===== config.mk =====
export PLATFORM = sky130hd
export DESIGN_NAME = rsg_top
export DESIGN_NICKNAME = d
export VERILOG_FILES = /design/src/inc/rsg_pkg.sv /design/src/hdl/rsg_top.sv
export SDC_FILE = /design/constraint.sdc
export NUM_CORES = 2
export LEC_CHECK = 0
export CORE_MARGIN = 2
export CORE_UTILIZATION = 55
export CTS_CLUSTER_DIAMETER = 60
export DETAILED_ROUTE_END_ITERATION = 7
export DONT_BUFFER_PORTS = 1
export GPL_TIMING_DRIVEN = 0
export PLACE_DENSITY = 0.79
export SLEW_MARGIN = 20
export SYNTH_ARGS = -nofsm -noshare
export SYNTH_HDL_FRONTEND = slang
export SYNTH_SLANG_ARGS = --single-unit

===== constraint.sdc =====
create_clock -name mclk -period 10.82 [get_ports mclk]
set_clock_uncertainty 0.15 [all_clocks]
set_input_delay 0.541 -clock mclk [delete_from_list [all_inputs] [get_ports mclk]]
set_output_delay 0.541 -clock mclk [all_outputs]
set_load 0.1 [all_outputs]

===== src/inc/rsg_pkg.sv =====
// Functional notes
// - Method selector 0 means duration segments, 1 means ramp grade; 0 after reset.
// - Duration mode: setpoint reaches each segment target exactly when its time expires.
// - Ramp mode: setpoint moves toward target at grade per hour or per minute.
// - Time unit hh:mm by default (grade per hour); mm:ss gives grade per minute.
// - A soak segment takes a time, not a grade, even in ramp mode.
// - Start code 0: begin at starting setpoint, reach target over segment 1 time.
// - Start code 2: begin at current value, follow segment 1 time.
// - Start code 2 is not offered in ramp mode.
// - Start code 1: follow segment 1 ramp from current value if inside the ramp span, shortening remaining time; else begin at starting setpoint.
// - PID group follows the active measured-value zone; at most seven zones.
// - Alternatively the PID group is chosen per program segment.
// - After reset only zone 1 is used: group 1 over the whole range.
// - With three zones: group 1 below point 1, group 2 between points 1 and 2, group 3 above.
package rsg_pkg;
	localparam int unsigned CLK_HZ     = 50_000_000;
	localparam int unsigned SEC_S      = 1;
	localparam int unsigned SEC_CYCLES = CLK_HZ * SEC_S;
	localparam logic [15:0] SUBUNITS   = 16'h003C;
	localparam logic [5:0]  MIN_LAST   = 6'h3B;
	localparam logic [5:0]  DIV_BITS   = 6'h20;

	localparam logic [7:0]  A_CTRL = 8'h00;
	localparam logic [7:0]  A_CMD  = 8'h01;
	localparam logic [7:0]  A_SSP  = 8'h02;
	localparam logic [7:0]  A_NSEG = 8'h03;
	localparam logic [7:0]  A_REF  = 8'h08;
	localparam logic [7:0]  A_STAT = 8'h10;
	localparam logic [7:0]  A_SP   = 8'h11;
	localparam logic [7:0]  A_REM  = 8'h12;
	localparam logic [7:0]  A_PID  = 8'h13;
	localparam logic [7:0]  A_SEG  = 8'h40;

	localparam int unsigned F_METHOD = 0;
	localparam int unsigned F_UNIT   = 1;
	localparam int unsigned F_STC    = 2;
	localparam int unsigned F_PIDSEG = 4;
	localparam int unsigned F_ZONE   = 5;
	localparam int unsigned C_START  = 0;
	localparam int unsigned C_STOP   = 1;
	localparam int unsigned NREF     = 6;

	localparam logic [2:0]  ZONE_RST = 3'h1;
	localparam logic [2:0]  PID_RST  = 3'h1;
	localparam logic [15:0] SSP_RST  = 16'h0000;
	localparam logic [15:0] REF_RST  = 16'h0000;
	localparam logic [5:0]  NSEG_RST = 6'h01;

	localparam logic [1:0]  STC_ZERO = 2'h0;
	localparam logic [1:0]  STC_RAMP = 2'h1;
	localparam logic [1:0]  STC_TIME = 2'h2;
	localparam logic [1:0]  SF_TGT   = 2'h0;
	localparam logic [1:0]  SF_TIME  = 2'h1;

	typedef enum logic [5:0] {
		ST_IDLE = 6'b000001,
		ST_LOAD = 6'b000010,
		ST_DIVT = 6'b000100,
		ST_DIVQ = 6'b001000,
		ST_RUN  = 6'b010000,
		ST_NEXT = 6'b100000
	} rsg_state_t;
endpackage


===== src/hdl/rsg_top.sv =====
// The implementer's own choices: the placing of the registers and the address-and-strobe port.
`timescale 1ns/1ps
module rsg_top
	import rsg_pkg::*;
#(
	parameter int unsigned NSEG    = 20,
	parameter int unsigned SEC_CYC = SEC_CYCLES
) (
	input  wire logic        mclk,
	input  wire logic        srst,
	input  wire logic [7:0]  regAddr,
	input  wire logic [15:0] regWrData,
	input  wire logic        regWr,
	input  wire logic        regRd,
	output logic      [15:0] regRdData,
	input  wire logic [15:0] pv,
	output logic      [15:0] setpoint,
	output logic      [2:0]  pidGroup,
	output logic      [4:0]  segIdx,
	output logic             running,
	output logic             progEnd
);
	if (NSEG < 1 || NSEG > 32 || SEC_CYC < 2) begin : g_chk
		$error("rsg_top: NSEG must be 1..32 and SEC_CYC at least 2");
	end
	localparam int SW = $clog2(SEC_CYC);
	function automatic logic [15:0] toMinor(input logic [15:0] t);
		return 16'(16'(t[15:8]) * SUBUNITS + 16'(t[7:0]));
	endfunction
	function automatic logic segHit(input logic [7:0] a);
		logic [7:0] off;
		off = a - A_SEG;
		return (a >= A_SEG) && !off[7] && (32'(off[6:2]) < NSEG) && (off[1:0] != 2'h3);
	endfunction
	logic             method_ff, unit_ff, pidSeg_ff, secTick_ff, minorTick_ff, up_ff, rampSeg_ff, first_ff;
	logic             running_ff, progEnd_ff, startCmd, stopCmd, inSpan, segUp, segSoak, divGe, divDone;
	logic             carry, reach;
	logic [1:0]       stc_ff, stcEff;
	logic [2:0]       zoneCnt_ff, pidGroup_ff, zone;
	logic [4:0]       seg_ff, wIdx;
	logic [5:0]       segCnt_ff, minCnt_ff, divCnt_ff;
	logic [7:0]       segOff;
	logic [15:0]      ssp_ff, sp_ff, tgt_ff, q_ff, r_ff, acc_ff, per_ff, rem_ff, divDen_ff, divRem_ff, rdData_ff;
	logic [15:0]      segTgt, segTime, segT, segDiff, sspDiff, spNext, rdMux;
	logic [16:0]      divTry, accSum, step, spUp;
	logic [31:0]      divNum_ff;
	logic [SW-1:0]    secCnt_ff;
	logic [15:0]      refPt_ff [NREF];
	logic [15:0]      tgtMem   [NSEG];
	logic [15:0]      timeMem  [NSEG];
	logic [2:0]       pidMem   [NSEG];
	rsg_state_t       st_ff;
	assign segOff   = regAddr - A_SEG;
	assign wIdx     = segOff[6:2];
	// Stop wins over a start in the same write
	assign startCmd = regWr && regAddr == A_CMD && regWrData[C_START] && !regWrData[C_STOP] && st_ff == ST_IDLE;
	assign stopCmd  = regWr && regAddr == A_CMD && regWrData[C_STOP];

	// Code 2 falls back to code 0 in ramp mode; code 3 is unused
	assign stcEff = (stc_ff == STC_RAMP) ? STC_RAMP :
		(stc_ff == STC_TIME && !method_ff) ? STC_TIME : STC_ZERO;

	// Configuration
	always_ff @(posedge mclk) begin
		if (srst) begin
			method_ff  <= 1'b0;
			unit_ff    <= 1'b0;
			stc_ff     <= STC_ZERO;
			pidSeg_ff  <= 1'b0;
			zoneCnt_ff <= ZONE_RST;
			ssp_ff     <= SSP_RST;
			segCnt_ff  <= NSEG_RST;
		end else if (regWr && regAddr == A_CTRL) begin
			method_ff  <= regWrData[F_METHOD];
			unit_ff    <= regWrData[F_UNIT];
			stc_ff     <= regWrData[F_STC +: 2];
			pidSeg_ff  <= regWrData[F_PIDSEG];
			zoneCnt_ff <= (regWrData[F_ZONE +: 3] == 3'h0) ? ZONE_RST : regWrData[F_ZONE +: 3];
		end else if (regWr && regAddr == A_SSP) begin
			ssp_ff <= regWrData;
		end else if (regWr && regAddr == A_NSEG) begin
			segCnt_ff <= (regWrData == 16'h0000) ? NSEG_RST : (32'(regWrData) > NSEG) ? 6'(NSEG) : regWrData[5:0];
		end
	end

	for (genvar i = 0; i < NREF; i++) begin : g_ref
		always_ff @(posedge mclk) begin
			if (srst) begin
				refPt_ff[i] <= REF_RST;
			end else if (regWr && regAddr == A_REF + 8'(i)) begin
				refPt_ff[i] <= regWrData;
			end
		end
	end

	// Segment table
	always_ff @(posedge mclk) begin
		if (regWr && segHit(regAddr)) begin
			case (segOff[1:0])
				SF_TGT:  tgtMem[wIdx]  <= regWrData;
				SF_TIME: timeMem[wIdx] <= regWrData;
				default: pidMem[wIdx]  <= regWrData[2:0];
			endcase
		end
	end

	// Free-running second tick, minor tick is a second (mm:ss) or a minute (hh:mm)
	always_ff @(posedge mclk) begin
		if (srst) begin
			secCnt_ff    <= '0;
			minCnt_ff    <= 6'h00;
			secTick_ff   <= 1'b0;
			minorTick_ff <= 1'b0;
		end else begin
			secTick_ff <= (secCnt_ff == SW'(SEC_CYC - 1));
			secCnt_ff  <= (secCnt_ff == SW'(SEC_CYC - 1)) ? '0 : secCnt_ff + 1'b1;
			if (secTick_ff) begin
				minCnt_ff <= (minCnt_ff == MIN_LAST) ? 6'h00 : minCnt_ff + 6'h01;
			end
			minorTick_ff <= unit_ff ? secTick_ff : (secTick_ff && minCnt_ff == MIN_LAST);
		end
	end

	assign inSpan  = (pv >= ssp_ff && pv <= tgtMem[0]) || (pv <= ssp_ff && pv >= tgtMem[0]);
	assign segTgt  = tgtMem[seg_ff];
	assign segTime = timeMem[seg_ff];
	assign segT    = toMinor(segTime);
	assign segUp   = segTgt >= sp_ff;
	assign segDiff = segUp ? segTgt - sp_ff : sp_ff - segTgt;
	assign sspDiff = (segTgt >= ssp_ff) ? segTgt - ssp_ff : ssp_ff - segTgt;
	assign segSoak = segTgt == sp_ff;

	assign divTry  = {divRem_ff, divNum_ff[31]};
	assign divGe   = divTry >= {1'b0, divDen_ff};
	assign divDone = divCnt_ff == DIV_BITS;

	// Spread the remainder evenly over the ticks so the last tick lands on target
	assign accSum = {1'b0, acc_ff} + {1'b0, r_ff};
	assign carry  = accSum >= {1'b0, per_ff};
	assign step   = {1'b0, q_ff} + {16'h0000, carry};
	assign spUp   = {1'b0, sp_ff} + step;
	assign reach  = up_ff ? (spUp >= {1'b0, tgt_ff}) : (step >= {1'b0, 16'(sp_ff - tgt_ff)});
	assign spNext = up_ff ? spUp[15:0] : 16'(sp_ff - step[15:0]);

	// Program engine
	always_ff @(posedge mclk) begin
		if (srst) begin
			st_ff      <= ST_IDLE;
			seg_ff     <= 5'h00;
			sp_ff      <= SSP_RST;
			tgt_ff     <= SSP_RST;
			q_ff       <= 16'h0000;
			r_ff       <= 16'h0000;
			acc_ff     <= 16'h0000;
			per_ff     <= 16'h0001;
			rem_ff     <= 16'h0000;
			up_ff      <= 1'b1;
			rampSeg_ff <= 1'b0;
			first_ff   <= 1'b0;
			divNum_ff  <= 32'h0000_0000;
			divDen_ff  <= 16'h0001;
			divRem_ff  <= 16'h0000;
			divCnt_ff  <= 6'h00;
			running_ff <= 1'b0;
			progEnd_ff <= 1'b0;
		end else begin
			progEnd_ff <= 1'b0;
			if ((st_ff == ST_DIVT || st_ff == ST_DIVQ) && !divDone) begin
				divRem_ff <= divGe ? 16'(divTry - {1'b0, divDen_ff}) : divTry[15:0];
				divNum_ff <= {divNum_ff[30:0], divGe};
				divCnt_ff <= divCnt_ff + 6'h01;
			end
			if (stopCmd) begin
				st_ff      <= ST_IDLE;
				running_ff <= 1'b0;
			end else begin
				unique case (st_ff)
					ST_IDLE: begin
						if (startCmd) begin
							seg_ff     <= 5'h00;
							first_ff   <= 1'b1;
							running_ff <= 1'b1;
							st_ff      <= ST_LOAD;
							sp_ff <= (stcEff == STC_TIME || (stcEff == STC_RAMP && inSpan)) ?
								pv : ssp_ff;
						end
					end
					ST_LOAD: begin
						tgt_ff     <= segTgt;
						up_ff      <= segUp;
						acc_ff     <= 16'h0000;
						divCnt_ff  <= 6'h00;
						divRem_ff  <= 16'h0000;
						rampSeg_ff <= method_ff && !segSoak;
						if (method_ff && !segSoak) begin
							divNum_ff <= {16'h0000, segTime};
							divDen_ff <= SUBUNITS;
							rem_ff    <= 16'h0000;
							st_ff     <= ST_DIVQ;
						end else if (segT == 16'h0000) begin
							sp_ff  <= segTgt;
							rem_ff <= 16'h0000;
							st_ff  <= ST_NEXT;
						end else if (first_ff && stcEff == STC_RAMP && sspDiff != 16'h0000) begin
							divNum_ff <= segT * segDiff;
							divDen_ff <= sspDiff;
							st_ff     <= ST_DIVT;
						end else begin
							divNum_ff <= {16'h0000, segDiff};
							divDen_ff <= segT;
							rem_ff    <= segT;
							st_ff     <= ST_DIVQ;
						end
					end
					ST_DIVT: begin
						if (divDone) begin
							if (divNum_ff[15:0] == 16'h0000) begin
								sp_ff  <= tgt_ff;
								rem_ff <= 16'h0000;
								st_ff  <= ST_NEXT;
							end else begin
								rem_ff    <= divNum_ff[15:0];
								divDen_ff <= divNum_ff[15:0];
								divNum_ff <= {16'h0000, up_ff ? 16'(tgt_ff - sp_ff) : 16'(sp_ff - tgt_ff)};
								divRem_ff <= 16'h0000;
								divCnt_ff <= 6'h00;
								st_ff     <= ST_DIVQ;
							end
						end
					end
					ST_DIVQ: begin
						if (divDone) begin
							q_ff   <= divNum_ff[15:0];
							r_ff   <= divRem_ff;
							per_ff <= divDen_ff;
							st_ff  <= ST_RUN;
						end
					end
					ST_RUN: begin
						if (minorTick_ff) begin
							acc_ff <= carry ? 16'(accSum - {1'b0, per_ff}) : accSum[15:0];
							if (rampSeg_ff) begin
								if (reach) begin
									sp_ff <= tgt_ff;
									st_ff <= ST_NEXT;
								end else begin
									sp_ff <= spNext;
								end
							end else begin
								rem_ff <= rem_ff - 16'h0001;
								if (rem_ff == 16'h0001) begin
									sp_ff <= tgt_ff;
									st_ff <= ST_NEXT;
								end else begin
									sp_ff <= spNext;
								end
							end
						end
					end
					ST_NEXT: begin
						first_ff <= 1'b0;
						if ({1'b0, seg_ff} + 6'h01 >= segCnt_ff) begin
							st_ff      <= ST_IDLE;
							running_ff <= 1'b0;
							progEnd_ff <= 1'b1;
						end else begin
							seg_ff <= seg_ff + 5'h01;
							st_ff  <= ST_LOAD;
						end
					end
				endcase
			end
		end
	end

	// Zone index counts the reference points at or below the measured value among the first zoneCnt_ff - 1 points
	always_comb begin
		zone = 3'h0;
		for (int i = 0; i < NREF; i++) begin
			if (3'(i) < zoneCnt_ff - 3'h1 && pv >= refPt_ff[i]) begin
				zone = zone + 3'h1;
			end
		end
	end

	always_ff @(posedge mclk) begin
		if (srst) begin
			pidGroup_ff <= PID_RST;
		end else if (pidSeg_ff && running_ff) begin
			pidGroup_ff <= (pidMem[seg_ff] == 3'h0) ? PID_RST : pidMem[seg_ff];
		end else begin
			pidGroup_ff <= zone + 3'h1;
		end
	end

	// Register read
	always_comb begin
		rdMux = 16'h0000;
		if (segHit(regAddr)) begin
			rdMux = (segOff[1:0] == SF_TGT) ? tgtMem[wIdx] :
				(segOff[1:0] == SF_TIME) ? timeMem[wIdx] : {13'h0000, pidMem[wIdx]};
		end else if (regAddr >= A_REF && regAddr < A_REF + 8'(NREF)) begin
			rdMux = refPt_ff[3'(regAddr - A_REF)];
		end else begin
			case (regAddr)
				A_CTRL:  rdMux = {8'h00, zoneCnt_ff, pidSeg_ff, stc_ff, unit_ff, method_ff};
				A_SSP:   rdMux = ssp_ff;
				A_NSEG:  rdMux = {10'h000, segCnt_ff};
				A_STAT:  rdMux = {3'h0, seg_ff, 7'h00, running_ff};
				A_SP:    rdMux = sp_ff;
				A_REM:   rdMux = rem_ff;
				A_PID:   rdMux = {13'h0000, pidGroup_ff};
				default: rdMux = 16'h0000;
			endcase
		end
	end

	always_ff @(posedge mclk) begin
		if (srst) begin
			rdData_ff <= 16'h0000;
		end else begin
			rdData_ff <= regRd ? rdMux : 16'h0000;
		end
	end

	assign regRdData = rdData_ff;
	assign setpoint  = sp_ff;
	assign pidGroup  = pidGroup_ff;
	assign segIdx    = seg_ff;
	assign running   = running_ff;
	assign progEnd   = progEnd_ff;
endmodule


# After elaboration in Yosys (flattened, before gate mapping)
# Memory sizes are Yosys's and may differ from the RTL's. A register that Yosys moved wholly into a read port is not among the register bits.
# Cells that the tools add are included.
classes:
  n_bitwise: 11
  order_cmp: 28
  n_eq_ne: 45
  n_reduce_logical: 73
  mul: 2
  n_shift: 0
  addsub: 28
  muxes: 134
  div_mod_pow: 0
ops:
  columns: ["op", "n"]
  rows:
  - ["16-bit 2-to-1 mux", 43]
  - ["32-bit 2-to-1 mux", 6]
  - ["16-bit greater-or-equal comparator", 10]
  - ["16-bit subtractor", 9]
  - ["16-bit one-hot mux with 7 select lines", 1]
  - ["6-bit 2-to-1 mux", 17]
  - ["16-bit one-hot mux with 2 select lines", 3]
  - ["17-bit by 16-bit greater-or-equal comparator with 1-bit output", 4]
  - ["16-bit one-hot mux with 4 select lines", 1]
  - ["32-bit one-hot mux with 2 select lines", 1]
  - ["8-bit by 4-bit equality test with 1-bit output (second input constant)", 6]
  - ["16-bit logical NOT", 3]
  - ["16-bit one-hot mux with 3 select lines", 1]
  - ["5-bit 2-to-1 mux", 8]
  - ["6-bit one-hot mux with 6 select lines", 1]
  - ["1-bit logical AND", 35]
  - ["1-bit 2-to-1 mux", 35]
  - ["8-bit by 5-bit equality test with 1-bit output (second input constant)", 4]
  - ["16-bit less-or-equal comparator", 2]
  - ["15-bit by 16-bit multiplier with 31-bit output", 1]
  - ["31-bit 2-to-1 mux", 1]
  - ["26-bit by 1-bit adder with 26-bit output (second input constant)", 1]
  - ["26-bit equality test (second input constant)", 1]
  - ["3-bit 2-to-1 mux", 8]
  - ["other kinds (61)", 119]
totals:
  mem_bits_ro: 0
  ff_bits: 281
  elab_cells: 356
  mem_bits_rw: 796
  latchBits: 0
  output_inout_bits: 42
  in_bits: 44
  n_memories: 4
memory_table:
  columns: ["memory", "words", "width", "rd", "rd_clocked_by_memory_dff", "wr", "line", "source"]
  rows:
  - ["tgtMem", 20, 16, 3, 1, 1, "rsg_top.sv:49", "logic [15:0] tgtMem [NSEG];"]
  - ["timeMem", 20, 16, 2, 1, 1, "rsg_top.sv:50", "logic [15:0] timeMem [NSEG];"]
  - ["refPt_ff", 6, 16, 7, 0, 6, "rsg_top.sv:48", "logic [15:0] refPt_ff [NREF];"]
  - ["pidMem", 20, 3, 2, 1, 1, "rsg_top.sv:51", "logic [2:0] pidMem [NSEG];"]

# Logic depth before layout (Yosys ltp)
depth:
  depth_word: 16
  depth_mapped: 51
  ltp_nobuf: 45

# Worst setup path before layout
# OpenSTA, ideal clock, no wires.
synth_timing:
  path_type: "flip-flop to flip-flop"
  start: "register (tool-made name)"
  end: "register divNum_ff[29]"
  path_buffers: 7
  path_stages_with_launch: 45
  setup_slack_ns: -1.104
  period_less_slack_ns: 11.924
  t_required_ns: 10.538
  setup_time_ns: 0.132
  arrival_time_ns: 11.641
  path_cell_list: "dfxtp_1 > buf_6 > buf_6 > buf_2 > buf_2 > clkbuf_1 > buf_2 > mux4_2 > mux2_2 > inv_1 > fa_1 > fa_1 > inv_1 > ha_1 > a21o_1 > a21oi_1 > xnor2_1 > ha_1 > [9 not listed] > inv_1 > fa_1 > fa_1 > fa_1 > inv_1 > fa_1 > inv_1 > ha_1 > a21o_1 > a211oi_1 > o21ai_0 > a31o_2 > a21oi_1 > a21oi_1 > o21a_1 > a22o_1 > o311ai_0 > o22ai_1"
synth_rtl:
  columns: ["item", "line", "source"]
  rows:
  - ["end signal, assigned", "rsg_top.sv:170", "divNum_ff <= {divNum_ff[30:0], divGe};"]
  - ["end signal, assigned", "rsg_top.sv:196", "divNum_ff <= {16'h0000, segTime};"]
  - ["end signal, assigned", "rsg_top.sv:205", "divNum_ff <= segT * segDiff;"]
  - ["end, declared", "rsg_top.sv:46", "logic [31:0] divNum_ff;"]

==> results.tsv <==
stage	metric	value	unit
floorplanning	die area	133000	sq um
clocking	clock buffer depth	3	
logic_synthesis	top cells by area, synth	edfxtp_1 33%, mux4_2 14%, ha_1 8.2%	
outcome	failing checks	design-rule violations, negative setup slack	
placed_design	Final Wtd Congestion	1.05	
logic_synthesis	synth cell count leaders	796 x edfxtp_1, 573 x nand2_1, 524 x inv_1	
logic_synthesis	Synth top area share	0.334	
logic_synthesis	Async S/R FF share, synth	0	
worst_setup_path	CP Class	reg -> reg	
layout	Reg area	29700	sq um
floorplanning	Die Ht	365	microns
hold_path	min-delay src	regWrData[8]	
sta	final period utilization	1.09	
floorplanning	IO Count	86	
outcome	status	finished, violations left	
grt	vias in the first global route	57217	
logic_synthesis	multiplexer share of the synthesized area	0.160	
layout	Area growth syn-to-layout	15.8	%
route	DR iter-0 viols	9356	
logic_synthesis	Synth cell types	100	
sta	max-slew violations	0	
logic_synthesis	Synth Area in Simple Gates	0.104	
route	antenna-violating nets left	0	
worst_setup_path	slowest CP cell	mux4_2	
worst_setup_path	WP buf/inv	11	
worst_setup_path	crit end category	register	
route	DR vias	59108	
logic_synthesis	count leader, synth	edfxtp_1	
logic_synthesis	ys flop type	edfxtp_1	
layout	layout cells sized above 1	0.202	
sta	hold slack	0.0518	ns
floorplanning	Starting Density	0.554	
logic_synthesis	count of flip-flops with a built-in enable after synthesis	796	
floorplanning	die width	365	microns
route	Via-to-Cell Ratio	7.04	
clocking	clk root buf	clkbuf_16	
logic_synthesis	Yosys reg bits	1082	
worst_setup_path	Critical Path Fanout Max	4	
sta	Tightest Pin Transition	1.33	ns
logic_synthesis	Post-Synth Adder-Cell Area	0.140	
sta	RSZ-0062 raised after global routing	true	
clocking	CTS buffer count	114	
worst_setup_path	CP arrival	12.29	ns
logic_synthesis	Yosys warnings	0	
pwr	Final Power	14.0	mW
grt	pin count of the biggest net entering global routing	64	
placed_design	IO Port Bufs	0	
route	drt pass-1 iters	8	
sta	Final setup viols	15	
layout	final net count	7255	
worst_setup_path	crit-path max cell delay	0.64	ns
logic_synthesis	post-synthesis cell count	6197	
logic_synthesis	share of the yosys chip area belonging to registers	0.414	
worst_setup_path	Crit path max-delay family	adder cells	
worst_setup_path	WP data required	11.31	ns
worst_setup_path	Worst path most repeated cell	fa_1	
floorplanning	Std-Cell Rows	132	
sta	post-route setup slack	-0.978	ns
clocking	Worst-Skew Late Latency	0.82	ns
sta	Slew HR	0.115	
logic_synthesis	syn nets	6917	
logic_synthesis	largest area contributor in the netlist	edfxtp_1	
hold_path	Hold WC Path Type	in -> reg	
pwr	Pleak	31.0	nW
logic_synthesis	Syn Area/Cell	11.6	sq um
grt	first-pass GRT wire length	408000	microns
placed_design	dpl ws	-4.01	ns
route	wirelength, routed	293000	microns
clocking	CTS tree	done	
logic_synthesis	xor and xnor area share after synthesis	0.0284	
grt	initial antenna violation count	40	
layout	filler instances	9429	
pwr	PD cells	168	nW/um^2
sta	fmax	0.0848	GHz
sta	Final min period	11.80	ns
job	MaxCap Viol Count	0	
logic_synthesis	Compound-Gate Fraction of Synth Area	0.109	
route	Avg WL per Cell	34.8	microns
grt	Tot GR Track Use	0.433	
floorplanning	Core ar.	129000	sq um
sta	final hold viol count	0	
clocking	number of clock sinks	1082	
pwr	maximum vdd drop	0.000433	V
layout	Multi-input gate area	40800	sq um
route	DRC	24	
logic_synthesis	main combinational cell family by area after synthesis	multiplexers	
placed_design	DP HPWL	198000	microns
clocking	CTS clock-pin slew for the worst setup and hold paths	0.06	ns
worst_setup_path	Worst Setup Start Kind	register	
sta	setup TNS	-10.34	ns
logic_synthesis	post-synthesis cell area	71600	sq um
clocking	Max H-tree Level	3	
grt	GR Overflow Total	0	
==> cell type report <==
class | instances | area share
Multi-Input combinational cell | 4262 | 0.491
Sequential cell | 1082 | 0.358
Clock buffer | 150 | 0.0374
Timing Repair Buffer | 233 | 0.0313
Tap cell | 1742 | 0.0263
Inverter | 527 | 0.0241
Buffer | 315 | 0.0225
Clock inverter | 60 | 0.00863
Antenna cell | 29 | 0.000875
==> stage by stage <==
step | area, sq um | instances | utilization
after floorplan | 71900 | 6197 | -
after global placement | 74000 | 7939 | 0.573
after detailed placement | 74800 | 7965 | 0.579
after CTS | 81600 | 8306 | 0.631
after global routing | 82900 | 8385 | 0.641
final | 83000 | 8400 | 0.642
==> cells in the final DEF, fill, tap and decap left out, types with 29 or more instances in the layout <==
cell / instances
inv_1: 500
edfxtp_1: 796
nand2b_1: 52
nand4_1: 47
nor3_1: 74
o22ai_1: 32
nand3_1: 73
nor2b_1: 56
xnor2_1: 113
clkbuf_2: 36
clkbuf_1: 198
a211oi_1: 65
ha_1: 441
nor2_1: 375
a21oi_1: 343
buf_4: 144
buf_6: 43
dfxtp_1: 257
buf_2: 36
a21o_1: 111
clkbuf_16: 116
mux2_2: 30
a221oi_1: 29
o21a_1: 48
mux2i_1: 107
and2_1: 134
fa_1: 196
nor4_1: 31
o211ai_1: 52
nor2_4: 31
xor2_1: 80
o21ai_0: 152
nand2_1: 566
mux4_2: 433
o221ai_1: 33
diode_2: 29
o21bai_1: 31
buf_12: 41
==> final timing paths <==
kind                                 endpoint  slack (ns)  cells after the start
worst max-delay path            divNum_ff[29]       -0.98                     43
worst min-delay path             segCnt_ff[0]        0.05                      3
worst min register to register  divNum_ff[31]        0.31                      2
worst max register to register  divNum_ff[29]       -0.98                     43
==> routing by layer <==
metal	global-route usage	wire length (microns)	vias to the layer above
met5	0.0109	349	-
met4	0.342	29100	28
met3	0.155	40700	1538
met2	0.653	128000	5235
met1	0.502	94900	28672
li1	-	-	23635
==> repair_timing <==
| action | in CTS | in global routing |
|---|---|---|
| hold buffers | 33 | 1 |
| hold endpoints to repair | 793 | 1 |
| gates cloned | 2 | 1 |
| endpoints found under the setup margin | 46 | 39 |
| pin swaps | 74 | 133 |
| setup buffers | 105 | 66 |
| resized for setup | 301 | 154 |
==> kinds of logic after synthesis <==
logic type,Yosys count
AND/OR/NAND/NOR,1598
flip-flops,1082
buffers and inverters,853
XOR/XNOR,230
adder cells (fa/ha/maj),676
multiplexers,595
AO/OA/AOI/OAI,1163
==> report_power, final <==
group | total [mW] | switching, mW | internal [mW]
logic | 5.33 | 2.96 | 2.37
registers | 4.54 | 0.0640 | 4.48
clock network | 4.10 | 1.85 | 2.25
==> worst reg2reg max path: cells and delay by family (launching register included) <==
family	cells	cell delay (ns)
fa+ha+maj	11	5.00
compound gates	13	2.35
flops	1	0.34
xor+xnor	2	0.35
mux	3	1.57
buf+inv	11	1.14
simple gates	3	0.76
==> flip-flops by register name, summed over array words and instances (netlist names), 26 cells and up, named ones only <==
| signal | flops |
|---|---|
| divNum_ff | 32 |
| secCnt_ff | 26 |
| pidMem | 60 |
| refPt_ff | 96 |
| timeMem | 320 |
| tgtMem | 320 |
No activity file was read; power rests on OpenSTA's default activity.
